[src/shared/amp_fault_pkg.sv]
/*
 * Constants, register map and carrier types for the amplifier fault block.
 * Assumes a 32-bit Avalon-MM register bus on a single 200 MHz clock.
 */
package amp_fault_pkg;
  // Register byte offsets.
  localparam logic [5:0] reg_report   = 6'h00;
  localparam logic [5:0] reg_command  = 6'h04;
  localparam logic [5:0] reg_axis     = 6'h08;
  localparam logic [5:0] reg_jumper   = 6'h0c;
  localparam logic [5:0] reg_irq_stat = 6'h10;
  localparam logic [5:0] reg_irq_mask = 6'h14;
  localparam logic [5:0] reg_adc_base = 6'h20;
  // Fault bit positions in the report bitmask.
  localparam int bit_over_temp  = 0;
  localparam int bit_under_volt = 1;
  localparam int bit_cutoff     = 2;
  localparam int rep_bank0      = 8;
  localparam int rep_bank1      = 9;
  // Temperature thresholds, degrees C, eight-bit code.
  localparam logic [7:0] temp_upper = 8'd110;
  localparam logic [7:0] temp_lower = 8'd80;
  // Fault latch configuration arguments.
  localparam logic [1:0] arg_clear  = 2'd1;
  localparam logic [1:0] arg_uv_lat = 2'd2;
  // Reset values.
  localparam logic [7:0] jumper_rst = 8'h00;
  localparam logic [2:0] mask_rst   = 3'h0;
  // Per-axis drive states.
  typedef enum logic [1:0] {drive_idle_state, servo_hold_state, axis_moving} axis_e;
  // Pins of one external-drive breakout axis.
  typedef struct packed {
    logic pin_a;
    logic pin_b;
  } ext_pins_s;
endpackage

[src/logic/amp_fault_latch_clear.sv]
/*
 * Fault detection, latching and clearing for an on-board servo amplifier,
 * external-drive signal breakout and analog sample readout.
 * Assumes sensors and pins arrive asynchronously; sampled ADC codes come from
 * a converter front end on the same clock.
 */
`timescale 1ns/1ps
`default_nettype none
// What this block does
// Averaged temperature above 110 C sets over-temperature fault, disables amplifier.
// Over-temperature clear refused until temperature is below 80 C.
// Over-temperature fault stays latched until the clear sequence.
// Supply under rated level sets under-voltage fault, disables amplifier.
// Under-voltage clear refused while supply is still low.
// Under-voltage non-latching by default; latch config argument 2 makes it latch.
// Abort with cutoff jumper fitted disables power stage, latches cutoff fault.
// All axes idle and nothing latched: report shows live fault state.
// A fault latches for a bank only if an axis there holds servo.
// Axes idle then latch config argument 1 releases the latches.
// Host halts moving axes before clearing faults.
// After a clear, report shows faults still physically present.
// Per axis jumper routes step/dir or enable/command onto shared pins.
// No jumper fitted leaves that axis's pins undriven.
// Eight bipolar inputs digitised with 12 bits over -10 V to 10 V.
// Each converted input readable at an offset indexed by input number.
// Report gives an eight-bit fault mask plus latched flags per bank.
// Each fault type has a fixed bit in the report mask.
module amp_fault_latch_clear #(
  parameter int axes     = 8,
  parameter int adc_bits = 12
) (
  // Clock and reset
  input  wire logic                               sys_clk,
  input  wire logic                               reset_n,
  // Avalon-MM slave
  input  wire logic [5:0]                         address,
  input  wire logic                               read,
  input  wire logic                               write,
  input  wire logic [31:0]                        writedata,
  input  wire logic [3:0]                         byteenable,
  output logic      [31:0]                        readdata,
  output logic                                    waitrequest,
  output logic                                    irq,
  // Sensors, asynchronous
  input  wire logic [7:0]                         temp_avg,
  input  wire logic                               supply_low,
  input  wire logic                               abort_in,
  input  wire logic                               cutoff_jumper,
  // Converter samples, same clock
  input  wire logic [7:0][adc_bits-1:0]           adc_sample,
  // Per-axis step/dir and enable/command sources
  input  wire amp_fault_pkg::ext_pins_s [axes-1:0] step_dir,
  input  wire amp_fault_pkg::ext_pins_s [axes-1:0] en_cmd,
  // Shared external connector pins, oe low while driven
  output amp_fault_pkg::ext_pins_s [axes-1:0]     ext_out,
  output logic      [axes-1:0]                    ext_oe_n,
  // Amplifier power stage
  output logic                                    amp_enable
);

  // Every bus access takes one wait cycle: the request is seen in its first
  // cycle, read data is loaded at the end of it, and the request is taken at
  // the following edge, where waitrequest is low. Sensors are asynchronous
  // and reach the fault logic a few cycles late. That is harmless against
  // thermal and supply events but sets the reaction time of the stage cutoff.

  ////////////////////////////////////////////////////////////////////////////
  // Input synchronisers.

  logic [9:0] sync1_q;
  logic [9:0] sync2_q;
  always_ff @(posedge sys_clk or negedge reset_n) begin
    if (!reset_n) begin
      sync1_q <= 10'h000;
      sync2_q <= 10'h000;
    end else begin
      sync1_q <= {cutoff_jumper, abort_in, temp_avg};
      sync2_q <= sync1_q;
    end
  end
  // A multi-bit temperature code may change bit by bit across the clock
  // boundary, so it is only trusted when two synchronised samples agree.
  // The extra stage costs one cycle of latency but keeps the first flop
  // read by the second one alone.
  logic [7:0] temp_s3_q;
  logic [7:0] temp_q;
  always_ff @(posedge sys_clk or negedge reset_n) begin
    if (!reset_n) begin
      temp_s3_q <= 8'h00;
    end else begin
      temp_s3_q <= sync2_q[7:0];
    end
  end
  always_ff @(posedge sys_clk or negedge reset_n) begin
    if (!reset_n) begin
      temp_q <= 8'h00;
    end else if (sync2_q[7:0] == temp_s3_q) begin
      temp_q <= sync2_q[7:0];
    end
  end
  logic uv_s1_q;
  logic uv_s2_q;
  always_ff @(posedge sys_clk or negedge reset_n) begin
    if (!reset_n) begin
      uv_s1_q <= 1'b0;
      uv_s2_q <= 1'b0;
    end else begin
      uv_s1_q <= supply_low;
      uv_s2_q <= uv_s1_q;
    end
  end
  wire abort_s  = sync2_q[8];
  wire jumper_s = sync2_q[9];

  ////////////////////////////////////////////////////////////////////////////
  // Software registers and bus decode.

  logic [2*axes-1:0] axis_state_q;
  logic [2*axes-1:0] jumper_q;
  logic [2:0]        mask_q;
  logic              uv_latching_q;
  logic              ack_q;

  // Writes land only at the edge where waitrequest is sampled low, so a held
  // request never applies twice. The status clear happens at the edge that
  // captures read data, so an event arriving after it is never lost.
  wire bus_take  = ack_q;
  wire wr_axis   = write && bus_take && (address == amp_fault_pkg::reg_axis);
  wire wr_jumper = write && bus_take && (address == amp_fault_pkg::reg_jumper);
  wire wr_mask   = write && bus_take && (address == amp_fault_pkg::reg_irq_mask);
  wire wr_cmd    = write && bus_take && (address == amp_fault_pkg::reg_command)
                 && byteenable[0];
  wire rd_stat   = read && !ack_q && (address == amp_fault_pkg::reg_irq_stat);
  wire [1:0] cmd_arg = writedata[1:0];

  always_ff @(posedge sys_clk or negedge reset_n) begin
    if (!reset_n) begin
      axis_state_q  <= '0;
      jumper_q      <= '0;
      mask_q        <= amp_fault_pkg::mask_rst;
      uv_latching_q <= 1'b0;
    end else begin
      if (wr_axis) begin
        axis_state_q <= writedata[2*axes-1:0];
      end
      if (wr_jumper) begin
        jumper_q <= writedata[2*axes-1:0];
      end
      if (wr_mask) begin
        mask_q <= writedata[2:0];
      end
      // Latching of under-voltage is one-way: only reset turns it off.
      if (wr_cmd && cmd_arg == amp_fault_pkg::arg_uv_lat) begin
        uv_latching_q <= 1'b1;
      end
    end
  end

  ////////////////////////////////////////////////////////////////////////////
  // Axis state summary per bank.

  logic [axes-1:0] idle_v;
  logic [axes-1:0] hold_v;
  genvar g;
  generate
    for (g = 0; g < axes; g++) begin : g_axis
      wire amp_fault_pkg::axis_e st = amp_fault_pkg::axis_e'(axis_state_q[2*g+1:2*g]);
      assign idle_v[g] = (st == amp_fault_pkg::drive_idle_state);
      assign hold_v[g] = (st == amp_fault_pkg::servo_hold_state);
    end
  endgenerate
  wire all_idle   = &idle_v;
  wire bank0_hold = |hold_v[axes/2-1:0];
  wire bank1_hold = |hold_v[axes-1:axes/2];

  ////////////////////////////////////////////////////////////////////////////
  // Live conditions and latches.

  // Over-temperature has hysteresis: set above upper, released below lower.
  logic ot_live_q;
  always_ff @(posedge sys_clk or negedge reset_n) begin
    if (!reset_n) begin
      ot_live_q <= 1'b0;
    end else if (temp_q > amp_fault_pkg::temp_upper) begin
      ot_live_q <= 1'b1;
    end else if (temp_q < amp_fault_pkg::temp_lower) begin
      ot_live_q <= 1'b0;
    end
  end
  wire uv_live = uv_s2_q;
  wire co_live = abort_s && jumper_s;
  wire [2:0] live = {co_live, uv_live, ot_live_q};

  wire       latchable = (bank0_hold || bank1_hold);
  wire [2:0] lat_en    = {1'b1, uv_latching_q, 1'b1};
  wire       clear_req = wr_cmd && cmd_arg == amp_fault_pkg::arg_clear && all_idle;

  // A bank flag records which bank held servo when a fault latched, so the
  // host can tell which group of axes was affected. Both the latches and the
  // flags drop together on an accepted clear.
  logic [2:0] latch_q;
  logic [1:0] bank_q;
  // A clear drops a fault that is still present; live re-sets it only once an axis holds servo again.
  wire [2:0] latch_d = (clear_req ? 3'h0 : latch_q)
                     | (latchable ? (live & lat_en) : 3'h0);
  wire [1:0] bank_d  = (clear_req ? 2'h0 : bank_q)
                     | ({bank1_hold, bank0_hold} & {2{|(live & lat_en)}});
  always_ff @(posedge sys_clk or negedge reset_n) begin
    if (!reset_n) begin
      latch_q <= 3'h0;
      bank_q  <= 2'h0;
    end else begin
      latch_q <= latch_d;
      bank_q  <= bank_d;
    end
  end

  ////////////////////////////////////////////////////////////////////////////
  // Amplifier power stage.

  // Nonlatching under-voltage and live faults still disable the stage.
  wire [2:0] fault_now = latch_q | live;
  always_ff @(posedge sys_clk or negedge reset_n) begin
    if (!reset_n) begin
      amp_enable <= 1'b0;
    end else begin
      amp_enable <= ~|fault_now;
    end
  end

  // Report: live state when idle and unlatched, else latched plus live.
  wire [7:0] report_mask = (all_idle && latch_q == 3'h0) ? {5'h00, live}
                         : {5'h00, fault_now};

  ////////////////////////////////////////////////////////////////////////////
  // Interrupt status: fault events, cleared by a read; a new event wins.

  logic [2:0] live_prev_q;
  logic [2:0] irq_stat_q;
  wire  [2:0] rise = live & ~live_prev_q;
  always_ff @(posedge sys_clk or negedge reset_n) begin
    if (!reset_n) begin
      live_prev_q <= 3'h0;
      irq_stat_q  <= 3'h0;
    end else begin
      live_prev_q <= live;
      irq_stat_q  <= (rd_stat ? 3'h0 : irq_stat_q) | rise;
    end
  end
  always_ff @(posedge sys_clk or negedge reset_n) begin
    if (!reset_n) begin
      irq <= 1'b0;
    end else begin
      irq <= |(irq_stat_q & mask_q);
    end
  end

  ////////////////////////////////////////////////////////////////////////////
  // External-drive breakout: jumper 01 step/dir, 10 enable/command, 00 none.

  generate
    for (g = 0; g < axes; g++) begin : g_ext
      wire [1:0] sel      = jumper_q[2*g+1:2*g];
      // An undecoded selection leaves the pins released, never half driven.
      wire       drive_on = (sel == 2'b01) || (sel == 2'b10);
      always_ff @(posedge sys_clk or negedge reset_n) begin
        if (!reset_n) begin
          ext_out[g]  <= '0;
          ext_oe_n[g] <= 1'b1;
        end else begin
          ext_out[g]  <= sel[1] ? en_cmd[g] : step_dir[g];
          ext_oe_n[g] <= ~drive_on;
        end
      end
    end
  endgenerate

  ////////////////////////////////////////////////////////////////////////////
  // Read mux; one-cycle answer, so waitrequest is high on the first cycle.

  wire req = (read || write) && !ack_q;
  always_ff @(posedge sys_clk or negedge reset_n) begin
    if (!reset_n) begin
      ack_q <= 1'b0;
    end else begin
      ack_q <= req;
    end
  end
  assign waitrequest = req;

  wire [2:0]  adc_idx  = address[4:2];
  wire        is_adc   = address[5];
  // Bipolar codes are sign-extended so software reads a signed voltage.
  wire [31:0] adc_word = {{(32-adc_bits){adc_sample[adc_idx][adc_bits-1]}},
                          adc_sample[adc_idx]};
  logic [31:0] rd_mux;
  always_comb begin
    rd_mux = 32'h0;
    if (is_adc) begin
      rd_mux = adc_word;
    end else if (address == amp_fault_pkg::reg_report) begin
      rd_mux = {22'h0, bank_q, report_mask};
    end else if (address == amp_fault_pkg::reg_command) begin
      rd_mux = {31'h0, uv_latching_q};
    end else if (address == amp_fault_pkg::reg_axis) begin
      rd_mux = 32'(axis_state_q);
    end else if (address == amp_fault_pkg::reg_jumper) begin
      rd_mux = 32'(jumper_q);
    end else if (address == amp_fault_pkg::reg_irq_stat) begin
      rd_mux = {29'h0, irq_stat_q};
    end else if (address == amp_fault_pkg::reg_irq_mask) begin
      rd_mux = {29'h0, mask_q};
    end
  end

  // Read data is loaded in the wait cycle and stands until the next read.
  always_ff @(posedge sys_clk or negedge reset_n) begin
    if (!reset_n) begin
      readdata <= 32'h0;
    end else if (read && !ack_q) begin
      readdata <= rd_mux;
    end
  end

endmodule // amp_fault_latch_clear
`default_nettype wire

[config.mk]
export PLATFORM = sky130hd
export DESIGN_NAME = amp_fault_latch_clear
export DESIGN_NICKNAME = d
export VERILOG_FILES = /design/src/shared/amp_fault_pkg.sv /design/src/logic/amp_fault_latch_clear.sv
export SDC_FILE = /design/constraint.sdc
export NUM_CORES = 1
export LEC_CHECK = 0
export CAP_MARGIN = 20
export CELL_PAD_IN_SITES_DETAIL_PLACEMENT = 1
export CELL_PAD_IN_SITES_GLOBAL_PLACEMENT = 1
export CORE_MARGIN = 1
export CORE_UTILIZATION = 25
export CTS_CLUSTER_SIZE = 10
export DETAILED_ROUTE_END_ITERATION = 10
export DONT_BUFFER_PORTS = 1
export PLACE_DENSITY_LB_ADDON = 0.1
export SETUP_SLACK_MARGIN = 0.5
export SLEW_MARGIN = 15
export SYNTH_ARGS = -nofsm -noshare
export SYNTH_HDL_FRONTEND = slang
export SYNTH_SLANG_ARGS = --single-unit
[constraint.sdc]
create_clock -name sys_clk -period 3.62 [get_ports sys_clk]
set_input_delay 0.181 -clock sys_clk [delete_from_list [all_inputs] [get_ports sys_clk]]
set_output_delay 0.181 -clock sys_clk [all_outputs]
set_load 0.01 [all_outputs]
==> flow_summary.ini, run 1 <==
[floorplan]
ios = 244
die_w_um = 156
initial_core_util_pct = 25.8
die_y_um = 156
core_area_sq_um = 22900
dieArea_sq_um = 24300
placementRows = 55

[timing]
slew_headroom_pct = 41.6
hold_slack_ps = -530
skew_ps = 10.4
fmax_ghz = 0.496
fin_crit_sh_pct = 55.6
rsz0062_at_grt = false
finalCriticalPeriod_ps = 2010
setup_tns_ps = 0
hold_viol_final = 130
report.final.slew_viol_count = 0
setup_viol = 0
worstMarginPinSlew_ps = 875

[synth]
synth_edf_count = 0
synth-compound-area-share_pct = 9.79
synthCells = 458
synthAdderAreaFrac_pct = 0
synth_cell_type_count = 53
syn_avg_cell_area_sq_um = 12.9
synth-seq-cells = 130
synth_xor_area_share_pct = 2.37
syn_nets = 643
synthFlopType = dfrtp_1
synth_top_family_by_area = multiplexers
synth_warnings = 0
synth-seq-area-share_pct = 55.2
synth_area_sq_um = 5920
synth_mux_area_share_pct = 21.0
synthSimpleGateAreaFrac_pct = 7.09
async_flop_share_pct = 100

[placed_design]
gp_congestion = 0.782
port_buffers = 0
dp_hpwl_um = 11600

[routing]
ant_nets = 0
dr.pass1.iters = 6
met1Wirelength_um = 7330
post_drt_wl_per_cell_um = 20.6
highest_layer = met4
dr_wl_met2_um = 8670
wl_met3_um = 958
first_iter_violations = 192
drc_errors = 0
viasPerCell = 4.65
drt-total-wl_um = 17100
vias = 3877

[pwr]
ir_drop_mv = 0.251
power_density_nw_per_um2 = 531
p_total_mw = 3.90
leakagePower_nw = 3.08

[final_layout]
syn2layout_area_growth_pct = 24.1
fin_nets = 691
drive_gt1_share_pct = 23.3
fillers = 2447

[clocking]
clockBufferDepth = 2
cts_num_sinks = 130
postCtsResizedCells = 0
cts-root-buf = clkbuf_16
cts_max_level = 4
cts_hold_buf = 64
cts.clk_slew.worst_paths_ps = 70
cts_setup_buffers = 0
insertion_delay_ps = 430
cts_tree = done
numCtsBuffers = 17

[grt]
grt_pass1_wl_um = 26000
grt-ovfl-total = 0
grt.total_usage_pct = 14.7
antenna_found_initial = 1
grt_pass1_vias = 4338
grt_start_max_net_pins = 131

[hold_path]
hold_class = in -> async

[critical_path]
startpoint_type = register
worstPathArrival_ps = 2320
critPathRequiredTime_ps = 3920
critPathMaxFanout = 16
cp-end-kind = register
path_class = reg -> reg

[run_status]
outcome = finished, violations left
violations = negative hold slack

[flow_run]
cap_violations = 0
-- where the power goes --
group	total [mW]	internal [mW]	switching, mW
Sequential	1.78	1.62	0.162
Clock	1.73	0.981	0.750
Combinational	0.391	0.228	0.163
Total	3.90	2.82	1.08
-- worst max-delay path: stages (launching register included) --
cell	delay [ps]
dfrtp_1	500
nand2b_1	730
nor3_1	120
buf_4	230
a221o_1	310
-- per-layer routing --
metal,vias up,GRT usage (%)
met5,-,0
met2,97,24.1
met4,0,4.06
li1,1774,-
met1,1994,18.6
met3,12,4.50
-- logic make-up (layout without fill, tap and decap cells) --
| logic type | after synthesis | in the layout |
|---|---|---|
| AO/OA/AOI/OAI | 85 | 85 |
| XOR/XNOR | 16 | 16 |
| buffers and inverters | 52 | 113 |
| flip-flops | 130 | 130 |
| multiplexers | 93 | 93 |
| other | 0 | 1 |
| AND/OR/NAND/NOR | 82 | 82 |
-- metrics by stage --
| stage | util, % | worst slack (ps) | area [sq um] | std cells |
|---|---|---|---|---|
| after floorplan | - | 1820 | 5920 | 458 |
| after global placement | 26.7 | 1470 | 6110 | 736 |
| after detailed placement | 26.7 | 1440 | 6110 | 736 |
| after CTS | 32.0 | 1580 | 7340 | 832 |
| after global routing | 32.0 | 1440 | 7340 | 832 |
| final | 32.0 | 1610 | 7340 | 833 |
-- state kept, by name (all words and copies together), names as in the netlist, 2 cells and up --
signal and count:
sync2_q 10, live_prev_q 3, axis_state_q 16, readdata 17
sync1_q 10, ext_oe_n 8, mask_q 3, ext_out 16
temp_s3_q 8, temp_q 8, irq_stat_q 3, jumper_q 16
bank_q 2, latch_q 3
-- worst paths after layout --
path | startpoint | to | slack (ps) | cells after the start
setup / recovery | ack_q$_DFF_PN0_ | readdata[14]$_DFFE_PN0P_ | 1610 | 4
hold / removal | reset_n | ext_out[15]$_DFF_PN0_ | -530 | 0
setup reg to reg | ack_q$_DFF_PN0_ | readdata[14]$_DFFE_PN0P_ | 1610 | 4
hold reg to reg | sync1_q[5]$_DFF_PN0_ | sync2_q[5]$_DFF_PN0_ | 350 | 0
max in group asynchronous | reset_n | ext_oe_n[4]$_DFF_PN1_ | 3850 | 0
min in group sys_clk | address[4] | readdata[6]$_DFFE_PN0P_ | 10 | 2
-- cells in the mapped netlist (2+ instances only) --
| library cell | count | area [sq um] |
|---|---|---|
| nand3b_1 | 2 | 15.0 |
| buf_2 | 10 | 50.1 |
| mux2i_1 | 15 | 150 |
| nand3_1 | 4 | 20.0 |
| nor3_1 | 3 | 15.0 |
| o2bb2ai_1 | 3 | 26.3 |
| nor4_1 | 8 | 50.1 |
| a22o_1 | 2 | 17.5 |
| buf_1 | 4 | 15.0 |
| inv_1 | 14 | 52.6 |
| nor2_1 | 14 | 52.6 |
| mux2_1 | 4 | 45.0 |
| o21ai_0 | 33 | 165 |
| o22ai_1 | 5 | 31.3 |
| clkbuf_1 | 8 | 30.0 |
| dfstp_2 | 8 | 210 |
| a22oi_1 | 6 | 45.0 |
| a221o_1 | 5 | 50.1 |
| nand4_1 | 3 | 18.8 |
| dfrtp_1 | 122 | 3050 |
| mux2_2 | 55 | 619 |
| a21oi_1 | 9 | 45.0 |
| nand2b_1 | 4 | 25.0 |
| xnor2_1 | 8 | 70.1 |
| or3_1 | 2 | 12.5 |
| o41ai_1 | 2 | 17.5 |
| a32o_1 | 2 | 20.0 |
| buf_4 | 15 | 113 |
| nor2b_1 | 6 | 37.5 |
| xor2_1 | 8 | 70.1 |
| mux4_2 | 19 | 428 |
| nand2_1 | 29 | 109 |
| a211oi_1 | 2 | 15.0 |
| a221oi_1 | 4 | 35.0 |
| a41o_1 | 2 | 20.0 |
-- cells in the final DEF, fill, tap and decap left out, drive strengths merged, types with 3 or more instances in the layout --
cell / n
a21oi: 9
a221o: 5
a221oi: 4
a22oi: 6
buf: 3
clkbuf: 17
clkinv: 4
dfrtp: 122
dfstp: 8
dlygate4sd3: 64
inv: 23
mux2: 59
mux2i: 15
mux4: 19
nand2: 29
nand2b: 4
nand3: 5
nand4: 3
nor2: 15
nor2b: 6
nor3: 3
nor4: 8
o21ai: 33
o22ai: 5
o2bb2ai: 3
or3: 3
xnor2: 8
xor2: 8
-- layout make-up --
cell class | count | area (sq um) | share of cell area, %
antenna | 1 | 2.50 | 0.0341
sequential | 130 | 3260 | 44.4
multi-input combinational | 276 | 2380 | 32.4
tap | 313 | 392 | 5.33
clock inverter | 15 | 164 | 2.23
timing repair buffer | 67 | 663 | 9.03
inverter | 14 | 52.6 | 0.716
clock buffer | 17 | 425 | 5.79
Power figures use the tool's default switching activity.
==> inputs of run 2 (changes only) <==
==> constraint.sdc (replaced) <==
create_clock -name sys_clk -period 1.88 [get_ports sys_clk]
set_input_delay 0.094 -clock sys_clk [delete_from_list [all_inputs] [get_ports sys_clk]]
set_output_delay 0.094 -clock sys_clk [all_outputs]
set_load 0.01 [all_outputs]
==> run 2 against run 1 <==
Net effect: critical endpoint is now latch_q[0]$_DFF_PN0_; final area increased by 9.4%; the flow still finishes with violations (negative hold slack); first-iteration DRC count decreased by 25%; sequential share of layout area decreased by 3.8 points; hold slack got worse by 91 ps; global-route usage increased by 0.47 points; power increased by 100%; sequential power increased by 93%; utilization increased by 3.0 points.
==> flow_summary.ini, run 2 (synthesis gave the netlist of run 1 again) <==
[hold_path]
hold_class = in -> async

[routing]
drt-total-wl_um = 17900
ant_nets = 0
vias = 4055
viasPerCell = 4.69
drc_errors = 0
dr.pass1.iters = 4
post_drt_wl_per_cell_um = 20.7
first_iter_violations = 144

[timing]
slew_headroom_pct = 52.8
hold_slack_ps = -621
setup_viol = 0
fmax_ghz = 0.576
hold_viol_final = 131
setup_tns_ps = 0
skew_ps = 8.07
fin_ws_ps = 143
worstMarginPinSlew_ps = 708
report.final.slew_viol_count = 0
finalCriticalPeriod_ps = 1740
rsz0062_at_grt = true
fin_crit_sh_pct = 92.4

[clocking]
insertion_delay_ps = 420
clockBufferDepth = 2
numCtsBuffers = 17
cts_tree = done
cts_num_sinks = 130
cts_max_level = 4
cts-root-buf = clkbuf_16
cts.clk_slew.worst_paths_ps = 60

[critical_path]
reg2reg_slack_ps = 140
ff2ff_path_depth = 5
worstReg2RegStart = axis_state_q[14]$_DFFE_PN0P_
critPathRequiredTime_ps = 2180
cp-end-kind = register
path_class = reg -> reg
critPathMaxFanout = 5
r2r_end = latch_q[0]$_DFF_PN0_
startpoint_type = register
worstPathArrival_ps = 2040

[placed_design]
port_buffers = 0
dp.cells = 750
dpl_cell_area_sq_um = 6260
dp_hpwl_um = 12200
pre_cts_ws_ps = 17.3
gp_congestion = 0.781

[final_layout]
largest_register_ffs = 17
instances_no_fill = 864
stdcell_area_sq_um = 8030
largest-register = readdata
drive_gt1_share_pct = 33.8
fillers = 2415
final_cell_mix = dfrtp_1 (122), dlygate4sd3_1 (65), mux2_2 (46)
layout_commonest_cell = dfrtp_1
fin_nets = 722
syn2layout_area_growth_pct = 35.7

[run_status]
outcome = finished, violations left
violations = negative hold slack

[pwr]
leakagePower_nw = 3.39
p_total_mw = 7.83
ir_drop_mv = 0.507
power_density_nw_per_um2 = 976

[floorplan]
ios = 244
initial_core_util_pct = 25.8
die_w_um = 156
core_area_sq_um = 22900
dieArea_sq_um = 24300
placementRows = 55
die_y_um = 156

[grt]
antenna_found_initial = 1
grt_start_max_net_pins = 131
grt-ovfl-total = 0
grt_pass1_wl_um = 27000
grt_pass1_vias = 4461
grt.total_usage_pct = 15.1

[flow_run]
cap_violations = 0
==> run 2: cell types whose count changed in the layout (fill, tap and decap cells not counted), moves of 8 or more <==
cell / delta
o21ai_1: +12
o21ai_0: -15
mux2_2: -9
buf_6: +8
buf_4: +13
mux2_4: +13
==> run 2: area by class of cell <==
type,count,area [sq um],share of cell area (%)
flip-flops and latches,130,3260,40.6
multi-input cells,276,2670,33.2
diodes,1,2.50,0.0312
repair buffers,98,1030,12.8
clock buffers,17,425,5.30
clock inverters,15,198,2.46
inverters,14,52.6,0.654
well taps,313,392,4.88
==> run 2: worst max path at each step <==
stage | from | endpoint | slack (ps) | depth (start not counted)
after CTS | axis_state_q[12]$_DFFE_PN0P_ | latch_q[0]$_DFF_PN0_ | 130 | 5
after global routing | axis_state_q[14]$_DFFE_PN0P_ | latch_q[2]$_DFF_PN0_ | 60 | 5
after detailed placement | axis_state_q[12]$_DFFE_PN0P_ | latch_q[0]$_DFF_PN0_ | 20 | 5
after floorplan | address[5] | axis_state_q[10]$_DFFE_PN0P_ | 180 | 6
after global placement | axis_state_q[4]$_DFFE_PN0P_ | latch_q[2]$_DFF_PN0_ | 120 | 5
final | axis_state_q[14]$_DFFE_PN0P_ | latch_q[0]$_DFF_PN0_ | 140 | 5
==> run 2: what timing repair did <==
action / in CTS / in global routing
resized for setup: 22 / 64
endpoints found under the setup margin: 39 / 62
pin swaps: 8 / 17
gates cloned: 3 / 0
hold endpoints to repair: 212 / 131
hold buffers: 66 / 1
setup buffers: 8 / 3
==> run 2: report_power, final <==
group / internal (mW) / total (mW) / switching, mW
Sequential: 3.11 / 3.43 / 0.321
Clock: 2.13 / 3.49 / 1.37
Combinational: 0.525 / 0.908 / 0.382
Total: 5.76 / 7.83 / 2.07
==> run 2: through the flow <==
stage,hold slack [ps],utilization (%)
final,-621,35.0
after global routing,-648,35.0
after CTS,-653,33.8
after detailed placement,-196,27.3
after global placement,-195,27.3
after floorplan,-202,-
==> run 2: layer usage <==
metal / global-route usage, % / wire [um] / up-vias
met4: 4.44 / 165 / 0
met5: 0 / 0 / -
met3: 4.22 / 917 / 13
met1: 19.0 / 7650 / 2113
met2: 25.3 / 9170 / 93
li1: - / - / 1836
==> run 2: critical path: stages (launching register included) <==
cell     delay [ps]
dfrtp_1         410
nor4_4          320
nand3_2         130
nor4_4          250
nand4_1         250
a22o_1          280
